==> src/shared/tmc_pkg.sv <==
package tmc_pkg;

  // ----------------------------------------------------------------------
  // Timer register map (byte locations on the 8-bit bus)
  // ----------------------------------------------------------------------
  localparam logic [3:0] ADDR_CTRL_A    = 4'h0;
  localparam logic [3:0] ADDR_CTRL_B    = 4'h1;
  localparam logic [3:0] ADDR_CNT_LO    = 4'h2;
  localparam logic [3:0] ADDR_CNT_HI    = 4'h3;
  localparam logic [3:0] ADDR_CAP_LO    = 4'h4;
  localparam logic [3:0] ADDR_CAP_HI    = 4'h5;
  localparam logic [3:0] ADDR_CMPA_LO   = 4'h6;
  localparam logic [3:0] ADDR_CMPA_HI   = 4'h7;
  localparam logic [3:0] ADDR_FLAGS     = 4'h8;
  localparam logic [3:0] ADDR_MASK      = 4'h9;
  localparam logic [3:0] ADDR_CMP_STAT  = 4'hA;
  localparam logic [3:0] ADDR_PORT_CTL  = 4'hB;

  // ----------------------------------------------------------------------
  // Field positions
  // ----------------------------------------------------------------------
  localparam int CTLB_FILT_EN   = 7;
  localparam int CTLB_EDGE_RISE = 6;
  localparam int FLAG_OVF       = 0;
  localparam int FLAG_CAP       = 1;
  localparam int CMPSTAT_SEL    = 0;
  localparam int PORT_OUT       = 0;
  localparam int PORT_OE        = 1;

  // ----------------------------------------------------------------------
  // Values after reset and count limits
  // ----------------------------------------------------------------------
  localparam logic [7:0]  RST_BYTE   = 8'h00;
  localparam logic [15:0] CNT_BOTTOM = 16'h0000;
  localparam logic [15:0] CNT_MAX    = 16'hFFFF;
  localparam logic [15:0] CNT_ONE    = 16'h0001;
  localparam logic [15:0] TOP_8BIT   = 16'h00FF;
  localparam logic [15:0] TOP_9BIT   = 16'h01FF;
  localparam logic [15:0] TOP_10BIT  = 16'h03FF;
  localparam logic [9:0]  PRE_ONE    = 10'h001;

  // ----------------------------------------------------------------------
  // Mode classes, one bit per waveform mode code
  // ----------------------------------------------------------------------
  localparam logic [15:0] MODES_ICR_TOP = 16'h5500;
  localparam logic [15:0] MODES_OCR_TOP = 16'h8A10;
  localparam logic [15:0] MODES_DUAL    = 16'h0F0E;
  localparam logic [15:0] MODES_FAST    = 16'hC0E0;

  // ----------------------------------------------------------------------
  // Clock select codes and prescaler taps
  // ----------------------------------------------------------------------
  localparam logic [2:0] CS_STOP     = 3'h0;
  localparam logic [2:0] CS_DIV1     = 3'h1;
  localparam logic [2:0] CS_DIV8     = 3'h2;
  localparam logic [2:0] CS_DIV64    = 3'h3;
  localparam logic [2:0] CS_DIV256   = 3'h4;
  localparam logic [2:0] CS_DIV1024  = 3'h5;
  localparam logic [2:0] CS_EXT_FALL = 3'h6;
  localparam logic [2:0] CS_EXT_RISE = 3'h7;
  localparam logic [9:0] TAP_DIV8    = 10'h007;
  localparam logic [9:0] TAP_DIV64   = 10'h03F;
  localparam logic [9:0] TAP_DIV256  = 10'h0FF;
  localparam logic [9:0] TAP_DIV1024 = 10'h3FF;

  // ----------------------------------------------------------------------
  // Controller register map and fields
  // ----------------------------------------------------------------------
  localparam logic [2:0] HADDR_TARGET  = 3'h0;
  localparam logic [2:0] HADDR_DATA_LO = 3'h1;
  localparam logic [2:0] HADDR_DATA_HI = 3'h2;
  localparam logic [2:0] HADDR_CMD     = 3'h3;
  localparam logic [2:0] HADDR_STATUS  = 3'h4;
  localparam int CMD_WR16    = 0;
  localparam int CMD_RD16    = 1;
  localparam int CMD_WR8     = 2;
  localparam int CMD_RD8     = 3;
  localparam int CMD_ACK_CAP = 4;
  localparam int CMD_ACK_OVF = 5;
  localparam logic [3:0] HI_BYTE_STEP = 4'h1;

  typedef enum logic [6:0] {
    H_IDLE   = 7'h01,
    H_WR_LO  = 7'h02,
    H_RD_HI  = 7'h04,
    H_GET_LO = 7'h08,
    H_GET_HI = 7'h10,
    H_WAIT8  = 7'h20,
    H_GET8   = 7'h40
  } tmc_host_state_t;

  // Membership of a mode code in a class mask
  function automatic logic tmc_in(input logic [15:0] cls,
                                  input logic [3:0]  mode);
    return cls[mode];
  endfunction

  // Highest value of the count sequence for a mode
  function automatic logic [15:0] tmc_top_of(input logic [3:0]  mode,
                                             input logic [15:0] cmpA,
                                             input logic [15:0] cap);
    if (tmc_in(MODES_ICR_TOP, mode)) return cap;
    if (tmc_in(MODES_OCR_TOP, mode)) return cmpA;
    if (!mode[3]) begin
      unique case (mode[1:0])
        2'h1:    return TOP_8BIT;
        2'h2:    return TOP_9BIT;
        2'h3:    return TOP_10BIT;
        default: return CNT_MAX;
      endcase
    end
    return CNT_MAX;
  endfunction

endpackage

==> src/shared/tmc_bus_if.sv <==
`timescale 1ns/10ps
interface tmc_bus_if;
  logic [3:0] addr;
  logic [7:0] wdata;
  logic       wr;
  logic       rd;
  logic [7:0] rdata;
  logic       capIrq;
  logic       ovfIrq;
  logic       capAck;
  logic       ovfAck;

  modport cpu (
    output addr, wdata, wr, rd, capAck, ovfAck,
    input  rdata, capIrq, ovfIrq
  );

  modport timer (
    input  addr, wdata, wr, rd, capAck, ovfAck,
    output rdata, capIrq, ovfIrq
  );
endinterface

==> src/hdl/tmc_timer.sv <==
// Behaviour
// High-byte location accesses shared holding byte
// Low read loads holding; low write commits
// Counter clears, increments or decrements per tick
// Tick from prescaler or external pin
// Select zero stops; CPU access still works
// CPU write beats count or clear
// Four-bit mode split over controls A, B
// Overflow flag set per mode, interrupts
// Capture on configured edge, pin or comparator
// Capture copies count, sets flag together
// Enabled flag interrupts; ack or one clears
// Capture read low first, high via holding
// Capture writable only in capture-top modes
// Status bit picks comparator as source
// Sources synchronised; filter adds four cycles
// Capture input off in capture-top modes
// Own pin drive triggers capture normally
// Filter output changes after four equal samples
// Filter enable bit, runs on system clock
// One held byte serves several writes
// Single holding byte for all wide registers
// Bottom zero, max all ones, top per mode
// Software writes high first, reads low first
// Edge select bit, previous versus current
`timescale 1ns/10ps
module tmc_timer (
  input  wire logic clock,
  input  wire logic rst,
  tmc_bus_if.timer  bus,
  input  wire logic extClkPin,
  input  wire logic capPinI,
  output logic      capPinO,
  output logic      capPinOe,
  input  wire logic compOut
);
  import tmc_pkg::*;

  typedef struct packed {
    logic [7:0]  ctrlA;
    logic [7:0]  ctrlB;
    logic [7:0]  cmpStat;
    logic [7:0]  portCtl;
    logic [7:0]  mask;
    logic [15:0] cnt;
    logic [15:0] cap;
    logic [15:0] cmpA;
    logic [7:0]  temp;
    logic        ovf;
    logic        capF;
    logic        down;
    logic [9:0]  pre;
    logic [2:0]  extSync;
    logic        extLvl;
    logic        extPrev;
    logic [2:0]  pinSync;
    logic        pinLvl;
    logic [2:0]  cmpSync;
    logic        cmpLvl;
    logic [2:0]  filt;
    logic        filtOut;
    logic        edgePrev;
    logic [7:0]  rdata;
    logic        capIrq;
    logic        ovfIrq;
  } tmc_timer_t;

  tmc_timer_t  s_q;
  tmc_timer_t  s_d;
  logic [3:0]  mode;
  logic [15:0] top;
  logic        icrTop;
  logic        atTop;
  logic        atBottom;
  logic        atMax;
  logic        tick;
  logic        ovfSet;
  logic        src;
  logic        detIn;
  logic        trig;
  logic        wrFlags;

  always_comb begin
    s_d = s_q;
    // --------------------------------------------------------------------
    // Mode decode and sequence limits
    // --------------------------------------------------------------------
    mode     = {s_q.ctrlB[4:3], s_q.ctrlA[1:0]};
    top      = tmc_top_of(mode, s_q.cmpA, s_q.cap);
    icrTop   = tmc_in(MODES_ICR_TOP, mode);
    atTop    = s_q.cnt == top;
    atBottom = s_q.cnt == CNT_BOTTOM;
    atMax    = s_q.cnt == CNT_MAX;

    // --------------------------------------------------------------------
    // Pin synchronisers, level taken when stages two and three agree
    // --------------------------------------------------------------------
    s_d.extSync = {s_q.extSync[1:0], extClkPin};
    s_d.pinSync = {s_q.pinSync[1:0], capPinI};
    s_d.cmpSync = {s_q.cmpSync[1:0], compOut};
    if (s_q.extSync[2] == s_q.extSync[1]) s_d.extLvl = s_q.extSync[2];
    if (s_q.pinSync[2] == s_q.pinSync[1]) s_d.pinLvl = s_q.pinSync[2];
    if (s_q.cmpSync[2] == s_q.cmpSync[1]) s_d.cmpLvl = s_q.cmpSync[2];
    s_d.extPrev = s_q.extLvl;

    // --------------------------------------------------------------------
    // Timer tick selection
    // --------------------------------------------------------------------
    s_d.pre = s_q.pre + PRE_ONE;
    unique case (s_q.ctrlB[2:0])
      CS_STOP:     tick = 1'b0;
      CS_DIV1:     tick = 1'b1;
      CS_DIV8:     tick = (s_q.pre & TAP_DIV8) == TAP_DIV8;
      CS_DIV64:    tick = (s_q.pre & TAP_DIV64) == TAP_DIV64;
      CS_DIV256:   tick = (s_q.pre & TAP_DIV256) == TAP_DIV256;
      CS_DIV1024:  tick = s_q.pre == TAP_DIV1024;
      CS_EXT_FALL: tick = !s_q.extLvl && s_q.extPrev;
      CS_EXT_RISE: tick = s_q.extLvl && !s_q.extPrev;
    endcase

    // --------------------------------------------------------------------
    // Counter unit
    // --------------------------------------------------------------------
    ovfSet = 1'b0;
    if (tick) begin
      if (tmc_in(MODES_DUAL, mode)) begin
        // Up to top, back down to bottom
        if (!s_q.down && (atTop || atMax)) begin
          s_d.down = 1'b1;
          s_d.cnt  = s_q.cnt - CNT_ONE;
        end else if (s_q.down && atBottom) begin
          s_d.down = 1'b0;
          s_d.cnt  = s_q.cnt + CNT_ONE;
          ovfSet   = 1'b1;
        end else if (s_q.down) begin
          s_d.cnt = s_q.cnt - CNT_ONE;
        end else begin
          s_d.cnt = s_q.cnt + CNT_ONE;
        end
      end else begin
        s_d.down = 1'b0;
        s_d.cnt  = atTop ? CNT_BOTTOM : s_q.cnt + CNT_ONE;
        ovfSet   = tmc_in(MODES_FAST, mode) ? atTop : atMax;
      end
    end

    // --------------------------------------------------------------------
    // Capture path: source, filter, edge detector
    // --------------------------------------------------------------------
    src = s_q.cmpStat[CMPSTAT_SEL] ? s_q.cmpLvl : s_q.pinLvl;
    // Three held samples plus the current one, so four cycles of delay
    s_d.filt = {s_q.filt[1:0], src};
    if (&{s_q.filt, src}) s_d.filtOut = 1'b1;
    else if (~|{s_q.filt, src}) s_d.filtOut = 1'b0;
    detIn = s_q.ctrlB[CTLB_FILT_EN] ? s_q.filtOut : src;
    s_d.edgePrev = detIn;
    trig = s_q.ctrlB[CTLB_EDGE_RISE] ? (detIn && !s_q.edgePrev)
                                      : (!detIn && s_q.edgePrev);
    trig = trig && !icrTop;
    if (trig) s_d.cap = s_q.cnt;

    // --------------------------------------------------------------------
    // CPU writes, applied last so they win over counting
    // --------------------------------------------------------------------
    wrFlags = 1'b0;
    if (bus.wr) begin
      unique case (bus.addr)
        ADDR_CTRL_A:   s_d.ctrlA = bus.wdata;
        ADDR_CTRL_B:   s_d.ctrlB = bus.wdata;
        ADDR_CNT_LO: begin
          s_d.cnt = {s_q.temp, bus.wdata};
        end
        ADDR_CNT_HI,
        ADDR_CAP_HI,
        ADDR_CMPA_HI:  s_d.temp = bus.wdata;
        ADDR_CAP_LO: begin
          if (icrTop) s_d.cap = {s_q.temp, bus.wdata};
        end
        ADDR_CMPA_LO:  s_d.cmpA = {s_q.temp, bus.wdata};
        ADDR_FLAGS:    wrFlags = 1'b1;
        ADDR_MASK:     s_d.mask = bus.wdata;
        ADDR_CMP_STAT: s_d.cmpStat = bus.wdata;
        ADDR_PORT_CTL: s_d.portCtl = bus.wdata;
        default:       ;
      endcase
    end

    // --------------------------------------------------------------------
    // CPU reads, data stands in the following cycle
    // --------------------------------------------------------------------
    s_d.rdata = RST_BYTE;
    if (bus.rd) begin
      unique case (bus.addr)
        ADDR_CTRL_A:   s_d.rdata = s_q.ctrlA;
        ADDR_CTRL_B:   s_d.rdata = s_q.ctrlB;
        ADDR_CNT_LO: begin
          s_d.rdata = s_q.cnt[7:0];
          s_d.temp  = s_q.cnt[15:8];
        end
        ADDR_CAP_LO: begin
          s_d.rdata = s_q.cap[7:0];
          s_d.temp  = s_q.cap[15:8];
        end
        ADDR_CNT_HI,
        ADDR_CAP_HI:   s_d.rdata = s_q.temp;
        ADDR_CMPA_LO:  s_d.rdata = s_q.cmpA[7:0];
        ADDR_CMPA_HI:  s_d.rdata = s_q.cmpA[15:8];
        ADDR_FLAGS:    s_d.rdata = {6'h00, s_q.capF, s_q.ovf};
        ADDR_MASK:     s_d.rdata = s_q.mask;
        ADDR_CMP_STAT: s_d.rdata = s_q.cmpStat;
        ADDR_PORT_CTL: s_d.rdata = s_q.portCtl;
        default:       s_d.rdata = RST_BYTE;
      endcase
    end

    // --------------------------------------------------------------------
    // Flags: set wins over clear
    // --------------------------------------------------------------------
    s_d.ovf = (s_q.ovf && !(bus.ovfAck
               || (wrFlags && bus.wdata[FLAG_OVF]))) || ovfSet;
    s_d.capF = (s_q.capF && !(bus.capAck
                || (wrFlags && bus.wdata[FLAG_CAP]))) || trig;
    s_d.ovfIrq = s_d.ovf && s_d.mask[FLAG_OVF];
    s_d.capIrq = s_d.capF && s_d.mask[FLAG_CAP];
  end

  // State register
  always_ff @(posedge clock or posedge rst) begin
    if (rst) begin
      s_q <= '0;
    end else begin
      s_q <= s_d;
    end
  end

  // Outputs straight from the state register
  assign bus.rdata  = s_q.rdata;
  assign bus.capIrq = s_q.capIrq;
  assign bus.ovfIrq = s_q.ovfIrq;
  assign capPinO    = s_q.portCtl[PORT_OUT];
  assign capPinOe   = s_q.portCtl[PORT_OE];

endmodule

==> src/flat_wrapper.sv <==
// flat-port wrapper written by rule: the top's interface ports become plain ports
module tmc_timer_flat import tmc_pkg::*;
  (clock, rst, extClkPin, capPinI, capPinO, capPinOe, compOut, bus_addr, bus_wdata, bus_wr, bus_rd, bus_capAck, bus_ovfAck, bus_rdata, bus_capIrq, bus_ovfIrq);
  tmc_bus_if bus_i ();
  input  wire logic clock;
  input  wire logic rst;
  input  wire logic extClkPin;
  input  wire logic capPinI;
  output logic capPinO;
  output logic capPinOe;
  input  wire logic compOut;
  input wire logic [$bits(bus_i.addr)-1:0] bus_addr;
  input wire logic [$bits(bus_i.wdata)-1:0] bus_wdata;
  input wire logic [$bits(bus_i.wr)-1:0] bus_wr;
  input wire logic [$bits(bus_i.rd)-1:0] bus_rd;
  input wire logic [$bits(bus_i.capAck)-1:0] bus_capAck;
  input wire logic [$bits(bus_i.ovfAck)-1:0] bus_ovfAck;
  output wire logic [$bits(bus_i.rdata)-1:0] bus_rdata;
  output wire logic [$bits(bus_i.capIrq)-1:0] bus_capIrq;
  output wire logic [$bits(bus_i.ovfIrq)-1:0] bus_ovfIrq;
  assign bus_i.addr = bus_addr;
  assign bus_i.wdata = bus_wdata;
  assign bus_i.wr = bus_wr;
  assign bus_i.rd = bus_rd;
  assign bus_i.capAck = bus_capAck;
  assign bus_i.ovfAck = bus_ovfAck;
  assign bus_rdata = bus_i.rdata;
  assign bus_capIrq = bus_i.capIrq;
  assign bus_ovfIrq = bus_i.ovfIrq;
  tmc_timer u_core (.clock(clock), .rst(rst), .bus(bus_i), .extClkPin(extClkPin), .capPinI(capPinI), .capPinO(capPinO), .capPinOe(capPinOe), .compOut(compOut));
endmodule
==> config.mk <==
export PLATFORM = sky130hd
export DESIGN_NAME = tmc_timer_flat
export DESIGN_NICKNAME = d
export VERILOG_FILES = /design/src/shared/tmc_pkg.sv /design/src/shared/tmc_bus_if.sv /design/src/hdl/tmc_timer.sv /design/src/flat_wrapper.sv
export SDC_FILE = /design/constraint.sdc
export NUM_CORES = 1
export LEC_CHECK = 0
export BUFFER_PORTS_ARGS = -buffer_cell sky130_fd_sc_hd__buf_2
export CORE_MARGIN = 2
export CORE_UTILIZATION = 35
export CTS_CLUSTER_SIZE = 24
export DETAILED_ROUTE_END_ITERATION = 8
export GPL_ROUTABILITY_DRIVEN = 0
export SYNTH_ARGS = -nofsm -noshare
export SYNTH_HDL_FRONTEND = slang
export SYNTH_SLANG_ARGS = --single-unit
==> constraint.sdc <==
create_clock -name clock -period 4.08 [get_ports clock]
set_clock_uncertainty 0.05 [all_clocks]
set_input_delay 0.204 -clock clock [delete_from_list [all_inputs] [get_ports clock]]
set_output_delay 0.204 -clock clock [all_outputs]
set_load 0.01 [all_outputs]
# == After elaboration in Yosys (flattened, before gate mapping) ==
# Memories as Yosys holds them, arrays and structs flattened.
# Cells that the tools add are included.
# totals
regBits,137
romBits,64
output_inout_bits,12
elab_cells,158
mem_count,4
# op_classes
addsub,3
order_cmp,1
n_eq_ne,32
mux,51
n_reduce_logical,40
# memory_table
name,words,word_bits,rd,rd_clocked_by_memory_dff,wr,line,source
(no name shown),16,1,1,0,0,tmc_pkg.sv:95,return cls[mode];
(no name shown),16,1,1,0,0,tmc_pkg.sv:95,
(no name shown),16,1,1,0,0,tmc_pkg.sv:95,
(no name shown),16,1,1,0,0,tmc_pkg.sv:95,
# ops
operator,count
two-way mux 16 bit,17
case mux 8 bit (11 select lines),1
two-way mux 58 bit,1
case mux 16 bit (3 select lines),1
two-way mux 1 bit,25
two-way mux 8 bit,3
"adder 16 x 1 -> 16 bit, second input constant",1
equality test 16 bit,1
"equality test 16 bit, second input constant",1
"equality test 4 x 3 -> 1 bit, second input constant",4
"equality test 4 bit, second input constant",4
logical NOT 16 bit,1
case mux 8 bit (2 select lines),1
"subtractor 16 x 1 -> 16 bit, second input constant",1
"equality test 3 bit, second input constant",5
AND reduction 2 bit,7
logical AND 1 bit,13
"adder 10 x 1 -> 10 bit, second input constant",1
"equality test 10 bit, second input constant",1
"equality test 4 x 2 -> 1 bit, second input constant",2
"equality test 8 bit, second input constant",1
logical NOT 1 bit,8
case mux 1 bit (8 select lines),1
"equality test 3 x 2 -> 1 bit, second input constant",2
other kinds (17),24

# == Longest topological paths before layout ==
# depth
ltp_word,19
mapped_depth,15
ltp_nobuf,12

# == Least setup slack after synthesis ==
# No wires, ideal clock.
# synth_path
kind,register -> register
startpoint,"register u_core.s_q, in the netlist u_core.mode[0]"
endpoint,register u_core.s_q[94] (netlist bit)
setup_time_ns,0.120
arrival_ns,2.905
required_time_ns,3.910
slack_ns,1.005
stages_incl_launch_ff,15
path_buffers,2
cell_sequence,dfrtp_1 > buf_6 > inv_1 > ha_1 > nand2_4 > buf_6 > o32ai_1 > nor2_1 > xnor2_1 > nor4_2 > nand4b_4 > a21o_1 > o32a_1 > a21o_1 > a31o_1
# synth_rtl
item,line,source
from (decl),tmc_timer.sv:68,tmc_timer_t s_q;
from (signal assigned),tmc_timer.sv:230,s_q <= '0;
from (signal assigned),tmc_timer.sv:232,s_q <= s_d;

==> out/qor.csv <==
metric;value;unit
power_per_cell_area;589.2;nW/um^2
setup_total_negative_slack;0;ns
placement_rows;55;
antenna_viol_nets_final;0;
cts.root.buffer_cell;clkbuf_16;
total_cts_buffers;17;
port-buffer-count;32;
synthesis.yosys.warnings;0;
cts_max_path_buffers;2;
post_route_cells_drive_above_1_share;18.93;%
synth.top_cell.area_share;43.33;%
critPathCapture;u_core.s_q[85];
postCtsResizedCells;0;
highest_count_cells_in_the_layout_ignoring_fill_and_taps;dfrtp_1 (137), nand2_1 (67), mux2_2 (58);
fp.dieArea;23830;sq um
grt.total_usage;20.91;%
die_w;154.4;microns
count_of_distinct_cell_types_in_the_synthesized_netlist;77;
timing.hold.ws;0.01537;ns
synth_top_family_by_area;compound AO/OA/AOI/OAI gates;
netlist_instances;807;
worst_ep_arrival_time;3.97;ns
detail_route.drc_violations;0;
report.final.hold_viol_count;0;
grt_antenna_before_repair;0;
critical_path_startpoint_category;flop;
drt_pass_1_iters;5;
crit_path_max_fanout;15;
cts.sink_count;137;
power.static_leakage;3.627;nW
synth-seq-cells;137;
n_antenna_cell;0;
initial_core_utilization;35.27;%
hpwl;17.05;mm
yosys-top-cells-area;dfrtp_1 (43%), mux2_2 (8.3%), mux2i_1 (4.2%);
synth_edf_count;0;
setup-violations-final;0;
vias_after_detailed_routing;6664;
layout_setup_ws;0.3601;ns
layout_min_cycle_time;3.720;ns
max_slew.worst_pin.slew;1.358;ns
first_iter_violations;763;
holdBufCountCts;3;
report.final.slew_viol_count;0;
peakVddDrop;0.3983;mV
worstRegToRegCells;12;
post_synth.cell_area_avg;9.805;sq um
routed_wire_length_per_instance;21.98;microns
period_share;91.17;%
first_global_vias;6423;
setup_crit_end_kind;flop;
floorplan.die.height;154.4;microns
kind_of_path_behind_the_tightest_hold_check;in -> async;
final_common_cell;dfrtp_1;
number_of_nets_in_the_final_layout;843;
basic_gate_share_of_the_synthesized_area_counting_and_or_nand_and_nor_cells;16.67;%
synth_area_leader_cell;dfrtp_1;
floorplan.core_area;22430;sq um
synth_sequential_area_ratio;43.33;%
worstPathRequired;4.33;ns
finalWirelength;24.38;mm
synth_area;7913;sq um
critical_path.startpoint;u_core.mode[0];
pre_cts_slack;0.4594;ns
globalRoute.totalOverflow;0;
fmax;268.8;MHz
max_slew_margin;9.295;%
grt_pass1_wl;38.04;mm
synth.area.mux_share;12.43;%
cts_max_level;4;
worstSetupPathType;reg -> reg;
fraction_of_the_mapped_netlist_area_in_compound_gates;18.28;%
timing.max_cap.violations;0;
clk_pin_slew_worst_paths;0.06;ns
async_flop_share;100.0;%
status;complete, no violations;
detail_route.vias_per_cell;6.009;
fillers;2203;
postCtsSetupBuffers;0;
synth_fa_ha_area_share;1.961;%
rsz0062_at_grt;false;
insertion_delay;0.43;ns
post_synthesis_xor_xnor_area_fraction;2.324;%
startpoint_of_the_lowest_slack_register_to_register_path;u_core.mode[0];
tritoncts;done;
syn_to_final_growth;11.80;%
boundaryPins;33;
syn_nets;838;
timing.rr.end;u_core.s_q[85];
reg2reg_slack;0.36;ns
postSynth.topFlopCell;dfrtp_1;
grt_start_max_net_pins;121;
## logic make-up after synthesis
family                   Yosys count
XOR/XNOR                          21
adder cells (fa/ha/maj)           13
flip-flops                       137
AO/OA/AOI/OAI                    204
multiplexers                      91
AND/OR/NAND/NOR                  257
buffers and inverters             84
## power breakdown
| part | leakage, nW | total (mW) | internal [mW] | switching, mW |
|---|---|---|---|---|
| sequential | 1.67 | 2.17 | 1.69 | 0.480 |
| combinational | 1.68 | 1.53 | 0.684 | 0.849 |
| clock | 0.272 | 1.51 | 0.851 | 0.658 |
| total | 3.63 | 5.21 | 3.23 | 1.99 |
## synth_stat cells, types with 6 or more instances
cell / instances
buf_2: 8
or3_1: 8
a22o_1: 20
dfrtp_1: 137
o22ai_1: 8
clkbuf_1: 35
mux2i_1: 33
nor2_1: 54
nand3_1: 21
buf_1: 10
o32ai_1: 7
and3_1: 11
nand2_1: 67
ha_1: 10
nor3_1: 30
nand2b_1: 6
o21ai_0: 51
inv_1: 17
xnor2_1: 16
a31oi_1: 12
nor4_1: 7
a222oi_1: 7
nor2b_1: 10
buf_4: 9
nor3b_1: 12
and2_1: 9
a211oi_1: 9
mux2_2: 58
a21oi_1: 29
## final cells by class
| cell class | instances | area, sq um | share of cell area (%) |
|---|---|---|---|
| tap | 285 | 356.6 | 4.031 |
| inverter | 17 | 68.82 | 0.7779 |
| multi-input combinational | 586 | 4101 | 46.36 |
| timing repair buffer | 53 | 325.3 | 3.678 |
| clock buffer | 17 | 425.4 | 4.809 |
| clock inverter | 14 | 140.1 | 1.584 |
| sequential | 137 | 3428 | 38.76 |
## flip-flops by register name, summed over array words and instances (netlist names)
name               cells
u_core.capPinOe        1
u_core.mode            4
u_core.s_q           112
u_core.bus.rdata       8
u_core.bus.ovfIrq      1
u_core.capPinO         1
u_core.bus.capIrq      1
u_core.s_d             9
## worst max-delay path: stages, from the launching register on
cell	delay, ns
dfrtp_1	0.64
inv_1	0.13
ha_1	0.31
a211oi_2	0.56
nor3_1	0.11
o21ai_0	0.09
and3_1	0.17
and3_1	0.22
nand4b_4	0.16
a21oi_4	0.42
nor2_1	0.28
a221oi_1	0.35
nor3_1	0.10
## routing by layer
metal | track usage (%) | wire (microns)
met5 | 0 | 0
met4 | 5.952 | 461
met3 | 3.839 | 1683
met2 | 33.01 | 11190
met1 | 29.54 | 11050
## how the worst min path moves through the flow
stage / from / endpoint / slack (ns) / cells after the start
after global routing: rst / u_core.capPinOe / 0.08 / 2
after detailed placement: compOut / u_core.s_d[17] / 0.26 / 1
after CTS: rst / u_core.s_q[46] / 0.05 / 2
after floorplan: compOut / u_core.s_d[17] / 0.19 / 0
after global placement: extClkPin / u_core.s_d[26] / 0.26 / 1
final: rst / u_core.s_d[26] / 0.02 / 2
## per-stage QoR
| step | area [sq um] | cells | power [mW] | utilization [%] |
|---|---|---|---|---|
| floorplan | 7913 | 807 | 3.159 | - |
| CTS | 8846 | 1109 | 5.202 | 39.43 |
| detailed placement | 8250 | 1075 | 3.676 | 36.78 |
| global route | 8846 | 1109 | 5.475 | 39.43 |
| finish | 8846 | 1109 | 5.212 | 39.43 |
| global placement | 8250 | 1075 | 3.663 | 36.78 |
Power figures use the tool's default switching activity.
